File: src/logic/pgms_params.svh
// timing and field constants for the pack gauge mode scheduler
`ifndef PGMS_PARAMS_SVH
`define PGMS_PARAMS_SVH
`define PGMS_CLK_HZ          25000000
`define PGMS_NORMAL_MS       250
`define PGMS_NORMAL_CYC      ((`PGMS_CLK_HZ / 1000) * `PGMS_NORMAL_MS)
`define PGMS_BUSOFF_MS       2000
`define PGMS_BUSOFF_CYC      ((`PGMS_CLK_HZ / 1000) * `PGMS_BUSOFF_MS)
`define PGMS_RESUME_US       1000
`define PGMS_RESUME_CYC      ((`PGMS_CLK_HZ / 1000000) * `PGMS_RESUME_US)
`define PGMS_CAL_CYC_DEF     64
`define PGMS_CNT_W           32
`define PGMS_CELLS           4
`define PGMS_CELL_W          16
`define PGMS_LED_MAX         5
`define PGMS_TEMP_N          5
`define PGMS_PCT_FULL        8'h64
`endif

File: src/logic/pgms_pkg.sv
// types for the pack gauge mode scheduler
package pgms_pkg;
	typedef enum logic [4:0]
	{
		PGMS_NORMAL   = 5'h01,
		PGMS_SLEEP    = 5'h02,
		PGMS_CAL      = 5'h04,
		PGMS_BUSOFF   = 5'h08,
		PGMS_SHUTDOWN = 5'h10
	} pgms_mode_t;
endpackage

File: src/logic/pgms_top.sv
// measurement and power-mode scheduler for a battery-pack monitor
`timescale 1ns/1ps
`include "pgms_params.svh"
// Function
// - refresh each cell voltage every cycle (quarter second in normal mode), scaled and calibrated.
// - enter bus-off after both bus lines stay low two seconds.
// - leave bus-off when clock or data line goes high, or on shutdown request.
// - bus ready again within one millisecond after bus-off clears.
// - normal mode runs one cycle every 250 ms, idle between.
// - sleep mode runs cycles at a configurable interval, idle between.
// - leave sleep on detected current flow or fault.
// - shutdown mode does no measurement, computation or communication.
// - drive 3, 4 or 5 segment LED bar: capacity or failure code.
// - five temperature inputs, each enabled and assigned to cell or switch.
// - two separate thermistor profiles, for cell and switch temperature.
// - SMBus 1.1 link with optional master mode and error checking.
// - host-started hash authentication; host challenges and checks response.
// - both bus lines low in normal mode: run offset calibration, then sleep.
module pgms_top
	import pgms_pkg::*;
#(
	parameter int NORMAL_CYC = `PGMS_NORMAL_CYC,
	parameter int BUSOFF_CYC = `PGMS_BUSOFF_CYC,
	parameter int CAL_CYC    = `PGMS_CAL_CYC_DEF
)
(
	// clock and reset
	input  wire logic                         sys_clk_i,
	input  wire logic                         rst_b_i,
	// bus pins, open drain sensing
	input  wire logic                         bus_clock_pin_i,
	input  wire logic                         bus_data_pin_i,
	// power control
	input  wire logic                         shutdown_req_i,
	input  wire logic                         sleep_req_i,
	input  wire logic [`PGMS_CNT_W-1:0]       sleep_interval_i,
	input  wire logic                         current_flow_i,
	input  wire logic                         fault_i,
	// cell conversion
	input  wire logic [`PGMS_CELLS*`PGMS_CELL_W-1:0] cell_raw_i,
	input  wire logic [`PGMS_CELL_W-1:0]      cell_gain_i,
	input  wire logic [`PGMS_CELL_W-1:0]      cell_offset_i,
	// temperature selection
	input  wire logic [`PGMS_TEMP_N-1:0]      temp_enable_i,
	input  wire logic [`PGMS_TEMP_N-1:0]      temp_is_fet_i,
	input  wire logic [`PGMS_TEMP_N*8-1:0]    temp_raw_i,
	input  wire logic [7:0]                   cell_profile_off_i,
	input  wire logic [7:0]                   fet_profile_off_i,
	// led display
	input  wire logic [2:0]                   led_count_i,
	input  wire logic [7:0]                   capacity_pct_i,
	input  wire logic                         pf_active_i,
	input  wire logic [`PGMS_LED_MAX-1:0]     permanent_failure_code_i,
	// link options
	input  wire logic                         master_en_i,
	input  wire logic                         pec_en_i,
	// scheduler outputs
	output logic                              cycle_strobe_o,
	output logic                              low_power_o,
	output logic                              cal_busy_o,
	output logic                              bus_off_o,
	output logic                              bus_ready_o,
	output logic                              master_active_o,
	output logic                              pec_active_o,
	output logic                              auth_allow_o,
	output pgms_mode_t                        mode_o,
	output logic [`PGMS_CELLS*`PGMS_CELL_W-1:0] cell_mv_o,
	output logic [`PGMS_TEMP_N*8-1:0]         temp_o,
	output logic [`PGMS_TEMP_N-1:0]           temp_valid_o,
	output logic [`PGMS_TEMP_N-1:0]           temp_fet_o,
	output logic [`PGMS_LED_MAX-1:0]          led_o
);

////////////////////////////////////////////////////////////////////////////////
// pin synchronisers
logic [1:0] clk_sync;
logic [1:0] dat_sync;
always_ff @(posedge sys_clk_i or negedge rst_b_i)
	if (!rst_b_i)
	begin
		clk_sync <= 2'h3;
		dat_sync <= 2'h3;
	end
	else
	begin
		clk_sync <= {clk_sync[0], bus_clock_pin_i};
		dat_sync <= {dat_sync[0], bus_data_pin_i};
	end
logic both_low;
assign both_low = !clk_sync[1] && !dat_sync[1];

////////////////////////////////////////////////////////////////////////////////
// bus low timer
logic [`PGMS_CNT_W-1:0] low_cnt;
logic                   low_long;
always_ff @(posedge sys_clk_i or negedge rst_b_i)
	if (!rst_b_i)
		low_cnt <= '0;
	else if (!both_low)
		low_cnt <= '0;
	else if (!low_long)
		low_cnt <= low_cnt + 1'b1;
assign low_long = (low_cnt >= (BUSOFF_CYC - 1));

////////////////////////////////////////////////////////////////////////////////
// mode machine
pgms_mode_t mode;
pgms_mode_t prior;
pgms_mode_t next_mode;
logic [`PGMS_CNT_W-1:0] cal_cnt;
logic                   low_seen;
always_comb
begin
	next_mode = mode;
	unique case (mode)
		PGMS_NORMAL:
			if (shutdown_req_i)
				next_mode = PGMS_SHUTDOWN;
			else if (low_long)
				next_mode = PGMS_BUSOFF;
			else if (both_low && !low_seen)
				next_mode = PGMS_CAL;
			else if (sleep_req_i && !current_flow_i && !fault_i)
				next_mode = PGMS_SLEEP;
		PGMS_SLEEP:
			if (shutdown_req_i)
				next_mode = PGMS_SHUTDOWN;
			else if (current_flow_i || fault_i)
				next_mode = PGMS_NORMAL;
			else if (low_long)
				next_mode = PGMS_BUSOFF;
		PGMS_CAL:
			if (shutdown_req_i)
				next_mode = PGMS_SHUTDOWN;
			else if (cal_cnt >= (CAL_CYC - 1))
				next_mode = PGMS_SLEEP;
		PGMS_BUSOFF:
			if (shutdown_req_i)
				next_mode = PGMS_SHUTDOWN;
			else if (!both_low)
				next_mode = prior;
		PGMS_SHUTDOWN:
			next_mode = PGMS_SHUTDOWN;
		default:
			next_mode = PGMS_NORMAL;
	endcase
end
always_ff @(posedge sys_clk_i or negedge rst_b_i)
	if (!rst_b_i)
		mode <= PGMS_NORMAL;
	else
		mode <= next_mode;
always_ff @(posedge sys_clk_i or negedge rst_b_i)
	if (!rst_b_i)
		prior <= PGMS_NORMAL;
	else if (next_mode == PGMS_BUSOFF && mode != PGMS_BUSOFF)
		prior <= (mode == PGMS_SLEEP) ? PGMS_SLEEP : PGMS_NORMAL;
always_ff @(posedge sys_clk_i or negedge rst_b_i)
	if (!rst_b_i)
		cal_cnt <= '0;
	else if (mode == PGMS_CAL)
		cal_cnt <= cal_cnt + 1'b1;
	else
		cal_cnt <= '0;
// calibrate once per low episode, re-armed when a line rises
always_ff @(posedge sys_clk_i or negedge rst_b_i)
	if (!rst_b_i)
		low_seen <= 1'b0;
	else if (!both_low)
		low_seen <= 1'b0;
	else if (mode == PGMS_CAL)
		low_seen <= 1'b1;

////////////////////////////////////////////////////////////////////////////////
// cycle timer
logic [`PGMS_CNT_W-1:0] per_cnt;
logic [`PGMS_CNT_W-1:0] period;
logic                   run_mode;
assign run_mode = (mode == PGMS_NORMAL) || (mode == PGMS_SLEEP);
// a zero sleep interval would never wrap, so it runs a cycle on every clock
always_comb
begin
	if (mode == PGMS_SLEEP)
		period = (sleep_interval_i == '0) ? `PGMS_CNT_W'(1) : sleep_interval_i;
	else
		period = `PGMS_CNT_W'(NORMAL_CYC);
end
logic tick;
assign tick = run_mode && (per_cnt >= period - 1'b1);
always_ff @(posedge sys_clk_i or negedge rst_b_i)
	if (!rst_b_i)
		per_cnt <= '0;
	else if (!run_mode || tick)
		per_cnt <= '0;
	else
		per_cnt <= per_cnt + 1'b1;
always_ff @(posedge sys_clk_i or negedge rst_b_i)
	if (!rst_b_i)
	begin
		cycle_strobe_o <= 1'b0;
		low_power_o    <= 1'b0;
	end
	else
	begin
		cycle_strobe_o <= tick;
		low_power_o    <= !tick;
	end

////////////////////////////////////////////////////////////////////////////////
// cell voltage refresh
genvar gi;
generate
	for (gi = 0; gi < `PGMS_CELLS; gi++)
	begin : g_cell
		logic [2*`PGMS_CELL_W-1:0] prod;
		assign prod = cell_raw_i[gi*`PGMS_CELL_W +: `PGMS_CELL_W] * cell_gain_i;
		always_ff @(posedge sys_clk_i or negedge rst_b_i)
			if (!rst_b_i)
				cell_mv_o[gi*`PGMS_CELL_W +: `PGMS_CELL_W] <= '0;
			else if (tick)
				// offset sum wraps at the field width, no saturation
				cell_mv_o[gi*`PGMS_CELL_W +: `PGMS_CELL_W] <=
					`PGMS_CELL_W'(prod[2*`PGMS_CELL_W-1 -: `PGMS_CELL_W] + cell_offset_i);
	end
endgenerate

////////////////////////////////////////////////////////////////////////////////
// temperature selection with per-profile offsets
generate
	for (gi = 0; gi < `PGMS_TEMP_N; gi++)
	begin : g_temp
		always_ff @(posedge sys_clk_i or negedge rst_b_i)
			if (!rst_b_i)
			begin
				temp_o[gi*8 +: 8]  <= '0;
				temp_valid_o[gi]   <= 1'b0;
				temp_fet_o[gi]     <= 1'b0;
			end
			else if (tick)
			begin
				temp_o[gi*8 +: 8] <= 8'(temp_raw_i[gi*8 +: 8] +
					(temp_is_fet_i[gi] ? fet_profile_off_i : cell_profile_off_i));
				temp_valid_o[gi]  <= temp_enable_i[gi];
				temp_fet_o[gi]    <= temp_is_fet_i[gi];
			end
	end
endgenerate

////////////////////////////////////////////////////////////////////////////////
// led bar
logic [2:0]  seg_n;
logic [10:0] lit_prod;
logic [2:0]  lit;
logic [`PGMS_LED_MAX-1:0] seg_mask;
assign seg_n    = (led_count_i < 3'h3) ? 3'h3 : ((led_count_i > 3'h5) ? 3'h5 : led_count_i);
assign lit_prod = 11'((capacity_pct_i * seg_n + (`PGMS_PCT_FULL - 1)) / `PGMS_PCT_FULL);
assign lit      = (lit_prod > 11'(seg_n)) ? seg_n : lit_prod[2:0];
assign seg_mask = `PGMS_LED_MAX'((6'h01 << seg_n) - 6'h01);
always_ff @(posedge sys_clk_i or negedge rst_b_i)
	if (!rst_b_i)
		led_o <= '0;
	else if (mode == PGMS_SHUTDOWN)
		led_o <= '0;
	else if (pf_active_i)
		led_o <= permanent_failure_code_i & seg_mask;
	else
		led_o <= `PGMS_LED_MAX'((6'h01 << lit) - 6'h01);

////////////////////////////////////////////////////////////////////////////////
// bus readiness after bus-off
logic [`PGMS_CNT_W-1:0] res_cnt;
always_ff @(posedge sys_clk_i or negedge rst_b_i)
	if (!rst_b_i)
		res_cnt <= '0;
	else if (mode == PGMS_BUSOFF && next_mode != PGMS_BUSOFF)
		res_cnt <= `PGMS_CNT_W'(`PGMS_RESUME_CYC - 1);
	else if (res_cnt != '0)
		res_cnt <= res_cnt - 1'b1;
always_ff @(posedge sys_clk_i or negedge rst_b_i)
	if (!rst_b_i)
	begin
		bus_ready_o     <= 1'b1;
		bus_off_o       <= 1'b0;
		master_active_o <= 1'b0;
		pec_active_o    <= 1'b0;
		auth_allow_o    <= 1'b0;
		cal_busy_o      <= 1'b0;
		mode_o          <= PGMS_NORMAL;
	end
	else
	begin
		bus_ready_o     <= run_mode && (res_cnt == '0);
		bus_off_o       <= (mode == PGMS_BUSOFF);
		master_active_o <= master_en_i && run_mode;
		pec_active_o    <= pec_en_i && run_mode;
		auth_allow_o    <= run_mode && (res_cnt == '0);
		cal_busy_o      <= (mode == PGMS_CAL);
		mode_o          <= mode;
	end

endmodule

File: config.mk
export PLATFORM = sky130hd
export DESIGN_NAME = pgms_top
export DESIGN_NICKNAME = d
export VERILOG_FILES = /design/src/logic/pgms_pkg.sv /design/src/logic/pgms_top.sv
export VERILOG_INCLUDE_DIRS = /design/src /design/src/logic
export SDC_FILE = /design/constraint.sdc
export NUM_CORES = 2
export LEC_CHECK = 0
export BUFFER_PORTS_ARGS = -buffer_cell sky130_fd_sc_hd__buf_2
export CAP_MARGIN = 40
export CORE_UTILIZATION = 35
export CTS_BUF_LIST = sky130_fd_sc_hd__clkbuf_16
export CTS_CLUSTER_DIAMETER = 60
export DETAILED_ROUTE_END_ITERATION = 10
export PLACE_DENSITY = 0.56
export SLEW_MARGIN = 30
export SYNTH_ARGS = -nofsm -noshare
export SYNTH_HDL_FRONTEND = slang
export SYNTH_SLANG_ARGS = --single-unit
File: constraint.sdc
create_clock -name sys_clk_i -period 6.55 [get_ports sys_clk_i]
set_clock_uncertainty 0.2 [all_clocks]
set_input_delay 0.3275 -clock sys_clk_i [delete_from_list [all_inputs] [get_ports sys_clk_i]]
set_output_delay 0.3275 -clock sys_clk_i [all_outputs]
set_load 0.005 [all_outputs]
======== After elaboration in Yosys (flattened, before gate mapping) ========
Cells that the tools add are included.
word-level totals
  output and inout bits ................... 132
  word-level logic and storage cells ...... 137
  register bits ........................... 275
  bits of input ports ..................... 221
cells by class
  $lt $le $gt $ge ......................... 6
  equal/unequal tests ..................... 10
  muxes and demuxes ....................... 33
  bitwise logic cells ..................... 1
  shift-type cells ........................ 2
  multipliers ............................. 5
  divide/modulo/power cells ............... 1
  reductions and logical operators ........ 24
  add/subtract/negate cells ............... 17
operator list
  cell                                                                  number
  2-to-1 mux 32 bit                                                     8
  multiplier 16 x 16 -> 32 bit                                          4
  adder 32 x 1 -> 32 bit (second input constant)                        3
  2-to-1 mux 5 bit                                                      13
  adder 16 bit                                                          4
  logical NOT 32 bit                                                    2
  subtractor 32 x 1 -> 32 bit (second input constant)                   2
  adder 8 bit                                                           5
  2-to-1 mux 8 bit                                                      5
  divider 32 x 7 -> 32 bit (second input constant)                      1
  greater-or-equal comparator 32 x 26 -> 1 bit (second input constant)  1
  greater-or-equal comparator 32 bit                                    1
  greater-or-equal comparator 32 x 6 -> 1 bit (second input constant)   1
  nonzero test 32 bit                                                   1
  case mux 5 bit (5 select lines)                                       1
  adder 11 x 7 -> 12 bit (second input constant)                        1
  greater-than comparator 11 x 3 -> 1 bit                               1
  multiplier 8 x 3 -> 11 bit                                            1
  == test 5 x 4 -> 1 bit (second input constant)                        2
  logical AND 1 bit                                                     10
  inequality test 5 x 4 -> 1 bit (second input constant)                2
  left shift 1 x 3 -> 5 bit (first input constant)                      2
  subtractor 5 x 1 -> 5 bit (second input constant)                     2
  2-to-1 mux 3 bit                                                      3
  other kinds (14)                                                      23

======== Longest topological paths before layout ========
  depth after elaboration ................. 12
  gate-level depth with buffers ........... 43

======== Worst setup path after synthesis ========
Ideal clock, no wire load.
  path type ............................... in2reg
  start ................................... input led_count_i[2]
  end ..................................... register led_o[2]
  buffers on the path ..................... 4
  library setup time ...................... 120 ps
  stages on the path ...................... 42
  setup slack ............................. -2098 ps
  data required time ...................... 6230 ps
  arrival ................................. 8328 ps
  path through ............................ clkbuf_1 -> clkbuf_1 -> nand2_1 -> ha_1 -> fa_1 -> inv_1 -> ha_1 -> buf_4 -> a2111oi_2 -> nand2_1 -> o21a_2 -> a31oi_4 -> inv_2 -> a21oi_1 -> a311oi_1 -> ha_1 -> nand2b_1 -> a21oi_1 -> (+6 left out) -> a2111oi_4 -> or2_1 -> a2111oi_2 -> a211oi_1 -> or3_4 -> inv_1 -> ha_1 -> inv_1 -> a21o_1 -> a21oi_1 -> a31oi_1 -> a2111oi_0 -> o21ai_0 -> nor2_1 -> nand3b_1 -> ha_1 -> xor2_1 -> o211a_1
on the way
  word-level cells in the longest chain between the ends .. 12
ends and longest elaborated chain
  what                                       RTL line         RTL
  start: declaration                         pgms_top.sv:50   input wire logic [2:0] led_count_i,
  greater-than comparator 3 bit              pgms_top.sv:255  assign seg_n = (led_count_i < 3'h3) ? 3'h3 : ((led_count_i > 3'h5) ? 3'h5 : led_count_i);
  2-to-1 mux 3 bit                           pgms_top.sv:255
  2-to-1 mux 3 bit (*)                       pgms_top.sv:255
  multiplier 8 x 3 -> 11 bit                 pgms_top.sv:256  assign lit_prod = 11'((capacity_pct_i * seg_n + (`PGMS_PCT_FULL - 1)) / `PGMS_PCT_FULL);
  adder 11 x 7 -> 12 bit                     pgms_top.sv:256
  divider 32 x 7 -> 32 bit (no source line)  n/a
  greater-than comparator 11 x 3 -> 1 bit    pgms_top.sv:257  assign lit = (lit_prod > 11'(seg_n)) ? seg_n : lit_prod[2:0];
  2-to-1 mux 3 bit                           pgms_top.sv:257
  left shift 1 x 3 -> 5 bit                  pgms_top.sv:267  led_o <= `PGMS_LED_MAX'((6'h01 << lit) - 6'h01);
  subtractor 5 x 1 -> 5 bit                  pgms_top.sv:267
  2-to-1 mux 5 bit (*)                       pgms_top.sv:264  else if (pf_active_i)
  2-to-1 mux 5 bit (*)                       pgms_top.sv:262  else if (mode == PGMS_SHUTDOWN)
  end signal: assignment                     pgms_top.sv:265  led_o <= permanent_failure_code_i & seg_mask;
  end signal: assignment                     pgms_top.sv:267
  end: declaration                           pgms_top.sv:71   output logic [`PGMS_LED_MAX-1:0] led_o
Every way passes the cells marked *; elsewhere a longest branch is shown, timed or not.
A chain may end at the register's enable or synchronous reset.

======== Worst setup path after layout ========
  start ................................... input led_count_i[1]
  end ..................................... register led_o[2]
Same word-level chain as after synthesis.

==> flow_summary.ini <==
[setup_path]
crit_family = compound AO/OA/AOI/OAI gates
crit_buf_inv = 5
path_max_fanout = 7
worstPathArrival_ps = 8060
worst_path_most_repeated_cell = inv_2
worstPathRequired_ps = 6790
start_kind = primary input
cpPeakStageDelay_ps = 540
path_class = in -> reg
critPathSlowestCell = a2111oi_4
reg2reg_slack_ps = 660
crit_path_end_kind = flip-flop

[timing]
setup_ws_ps = -1270
rsz0062_at_grt = true
fmax_mhz = 128
min_period_ps = 7820
whs_ps = 49.1
relSlewSlack = 0.346
hold_viol = 0
timing.final.crit_share = 1.19
drv_slew = 0
tightest_slew_ps = 981
finalSetupViolCount = 45

[worst_hold_path]
hold_class = in -> reg

[routing]
vias_per_cell = 4.74
drt-pass1-iter-count = 8
wl_per_cell_um = 16.6
drt_iter0_drc = 1719
drc_errors = 2
detail-route-antenna-nets = 0
wirelength_um = 139000
dr_total_vias = 39700

[yosys]
ys_seq_elements = 272
synth_edf_count = 0
syn_area_per_cell_um2 = 9.08
yosysUniqueCellTypes = 84
syn-instance-count = 5482
seq_area_frac_synth = 0.137
yosys_most_used_dff = dfrtp_1
async_reset_ff_frac = 1.00
yosys_warnings = 0
netlist_area_um2 = 49800

[grt]
overflow = 0
grt_pass1_wl_um = 225000
grt_max_degree = 152
grt_usage = 0.198
antenna_found_initial = 12
grt_pass1_vias = 42300

[clock_network]
cts_tree = done
cts_max_path_buffers = 3
clk_latency_ps = 560
ctsRootBufferMaster = clkbuf_16
cts_buffers = 37
htree_levels = 2
clkTransAtPathRegs_ps = 60
cts_sinks = 272

[finish]
instances_no_fill = 8373
finalInstanceArea_um2 = 63600
nNetsFinal = 8018
drive_gt1_frac = 0.259
syn_to_final_growth_pct = 27.7

[placed_design]
detailedPlace.worstSlack_ps = -2210
place.gp.congestion = 0.875
dp.cells = 8135
place_area_um2 = 58800
dpl.hpwl_um = 113000
port_buffers = 352

[floorplan]
fp.coreArea_um2 = 141000
floorplan.initialDensity = 0.352
io_pins = 353
die_area_um2 = 144000
dieHeight_um = 379
rows = 138
die_w_um = 379

[status]
status = finished, violations left
violations = design-rule violations, negative setup slack

[job]
drv_cap = 0
## sequential cells by signal (all words and copies together) (netlist names), 2 cells and up
| register | cells |
|---|---|
| cal_cnt | 32 |
| cell_mv_o | 64 |
| clk_sync | 2 |
| dat_sync | 2 |
| led_o | 5 |
| low_cnt | 32 |
| mode | 5 |
| mode_o | 5 |
| per_cnt | 32 |
| prior | 2 |
| res_cnt | 32 |
| temp_fet_o | 5 |
| temp_o | 40 |
| temp_valid_o | 5 |
## what timing repair did
action	CTS	global route
endpoints found under the hold margin	92	0
setup endpoints to repair	53	54
pin swaps	262	151
setup buffers	118	49
resized for setup	282	149
cloned	8	3
hold buffers	39	0
## synthesized netlist by cell type, types with 14 or more instances
master	instances	share of area
o21a_1	22	0.0033
xnor2_1	173	0.030
nand2_1	772	0.058
mux2_2	139	0.031
nand4_1	22	0.0028
nand3_1	79	0.0079
nor2b_1	24	0.0030
and3_1	32	0.0040
o21ai_0	65	0.0065
a21oi_1	130	0.013
nand2b_1	27	0.0034
dfrtp_1	264	0.13
and2_1	409	0.051
nor4_1	26	0.0033
nor2_1	286	0.022
or3_1	14	0.0018
mux2i_1	18	0.0036
ha_1	561	0.14
fa_1	788	0.32
nor3_1	61	0.0061
a21o_1	51	0.0077
or2_2	14	0.0018
xor2_1	115	0.020
clkbuf_1	224	0.017
o21bai_1	45	0.0068
inv_1	949	0.072
## worst paths after layout
kind,startpoint,endpoint,depth (start not counted)
setup / recovery,led_count_i[1],led_o[2],41
hold reg to reg,clk_sync[0],clk_sync[1],0
min in group asynchronous,rst_b_i,led_o[4],2
max in group asynchronous,rst_b_i,temp_o[39],3
setup reg to reg,mode[0],cell_mv_o[57],27
hold / removal,temp_is_fet_i[1],temp_fet_o[1],2
## final cells by class
cell class | instances | area, µm²
clock inverters | 29 | 337
flip-flops and latches | 272 | 6820
well taps | 1890 | 2360
multi-input cells | 4032 | 40600
inverters | 951 | 3570
fillers | 13700 | 77800
clock buffers | 38 | 951
repair buffers | 1154 | 8940
diodes | 7 | 17.5
## kinds of logic after synthesis
group                      count (synthesis)  share of synthesized area
and+or+nand+nor                         1801                      0.171
adders and majority gates               1349                      0.458
buffers and inverters                   1179                     0.0892
AOI/OAI and AO/OA                        435                     0.0590
xor gates and xnor gates                 288                     0.0507
DFF                                      272                      0.137
muxes                                    157                     0.0351
other                                      1                  0.0000753
## stage by stage
step	setup TNS (ps)	utilization
2_1_floorplan	-34390	-
3_5_place_dp	-78090	0.415
5_1_grt	-46260	0.450
3_3_place_gp	-72900	0.415
4_1_cts	-30910	0.443
6_report	-31290	0.450
## layout by cell type, fill, tap and decap left out, drive strengths merged, types with 8 or more instances in the layout
master / netlist / final
buf: 4 / 1104
inv: 950 / 960
fa: 788 / 788
nand2: 772 / 772
ha: 561 / 561
and2: 409 / 409
nor2: 286 / 286
dfrtp: 264 / 264
xnor2: 173 / 173
mux2: 139 / 139
a21oi: 130 / 130
xor2: 115 / 115
nand3: 79 / 79
o21ai: 74 / 74
nor3: 61 / 61
a21o: 51 / 51
o21bai: 45 / 45
clkbuf: 224 / 43
dlygate4sd3: 0 / 39
and3: 32 / 32
nand2b: 27 / 27
nor4: 26 / 26
nor2b: 24 / 24
nand4: 24 / 24
o21a: 24 / 24
mux2i: 18 / 18
or3: 15 / 15
or2: 15 / 15
or4: 13 / 13
a211oi: 13 / 13
clkinv: 1 / 13
a31oi: 12 / 12
o211ai: 11 / 11
dfstp: 8 / 8
o31ai: 8 / 8
## per-layer routing
metal / part of all wire / vias up / global-route usage / routed length, µm
li1: - / 19000 / - / -
met1: 0.42 / 19800 / 0.252 / 58200
met2: 0.49 / 733 / 0.338 / 68000
met3: 0.053 / 202 / 0.0319 / 7420
met4: 0.037 / 10 / 0.0677 / 5170
met5: 0.00046 / - / 0 / 64
Power is not shown: default switching activity piles up to over one toggle a cycle in this logic, so the estimate is an artifact.
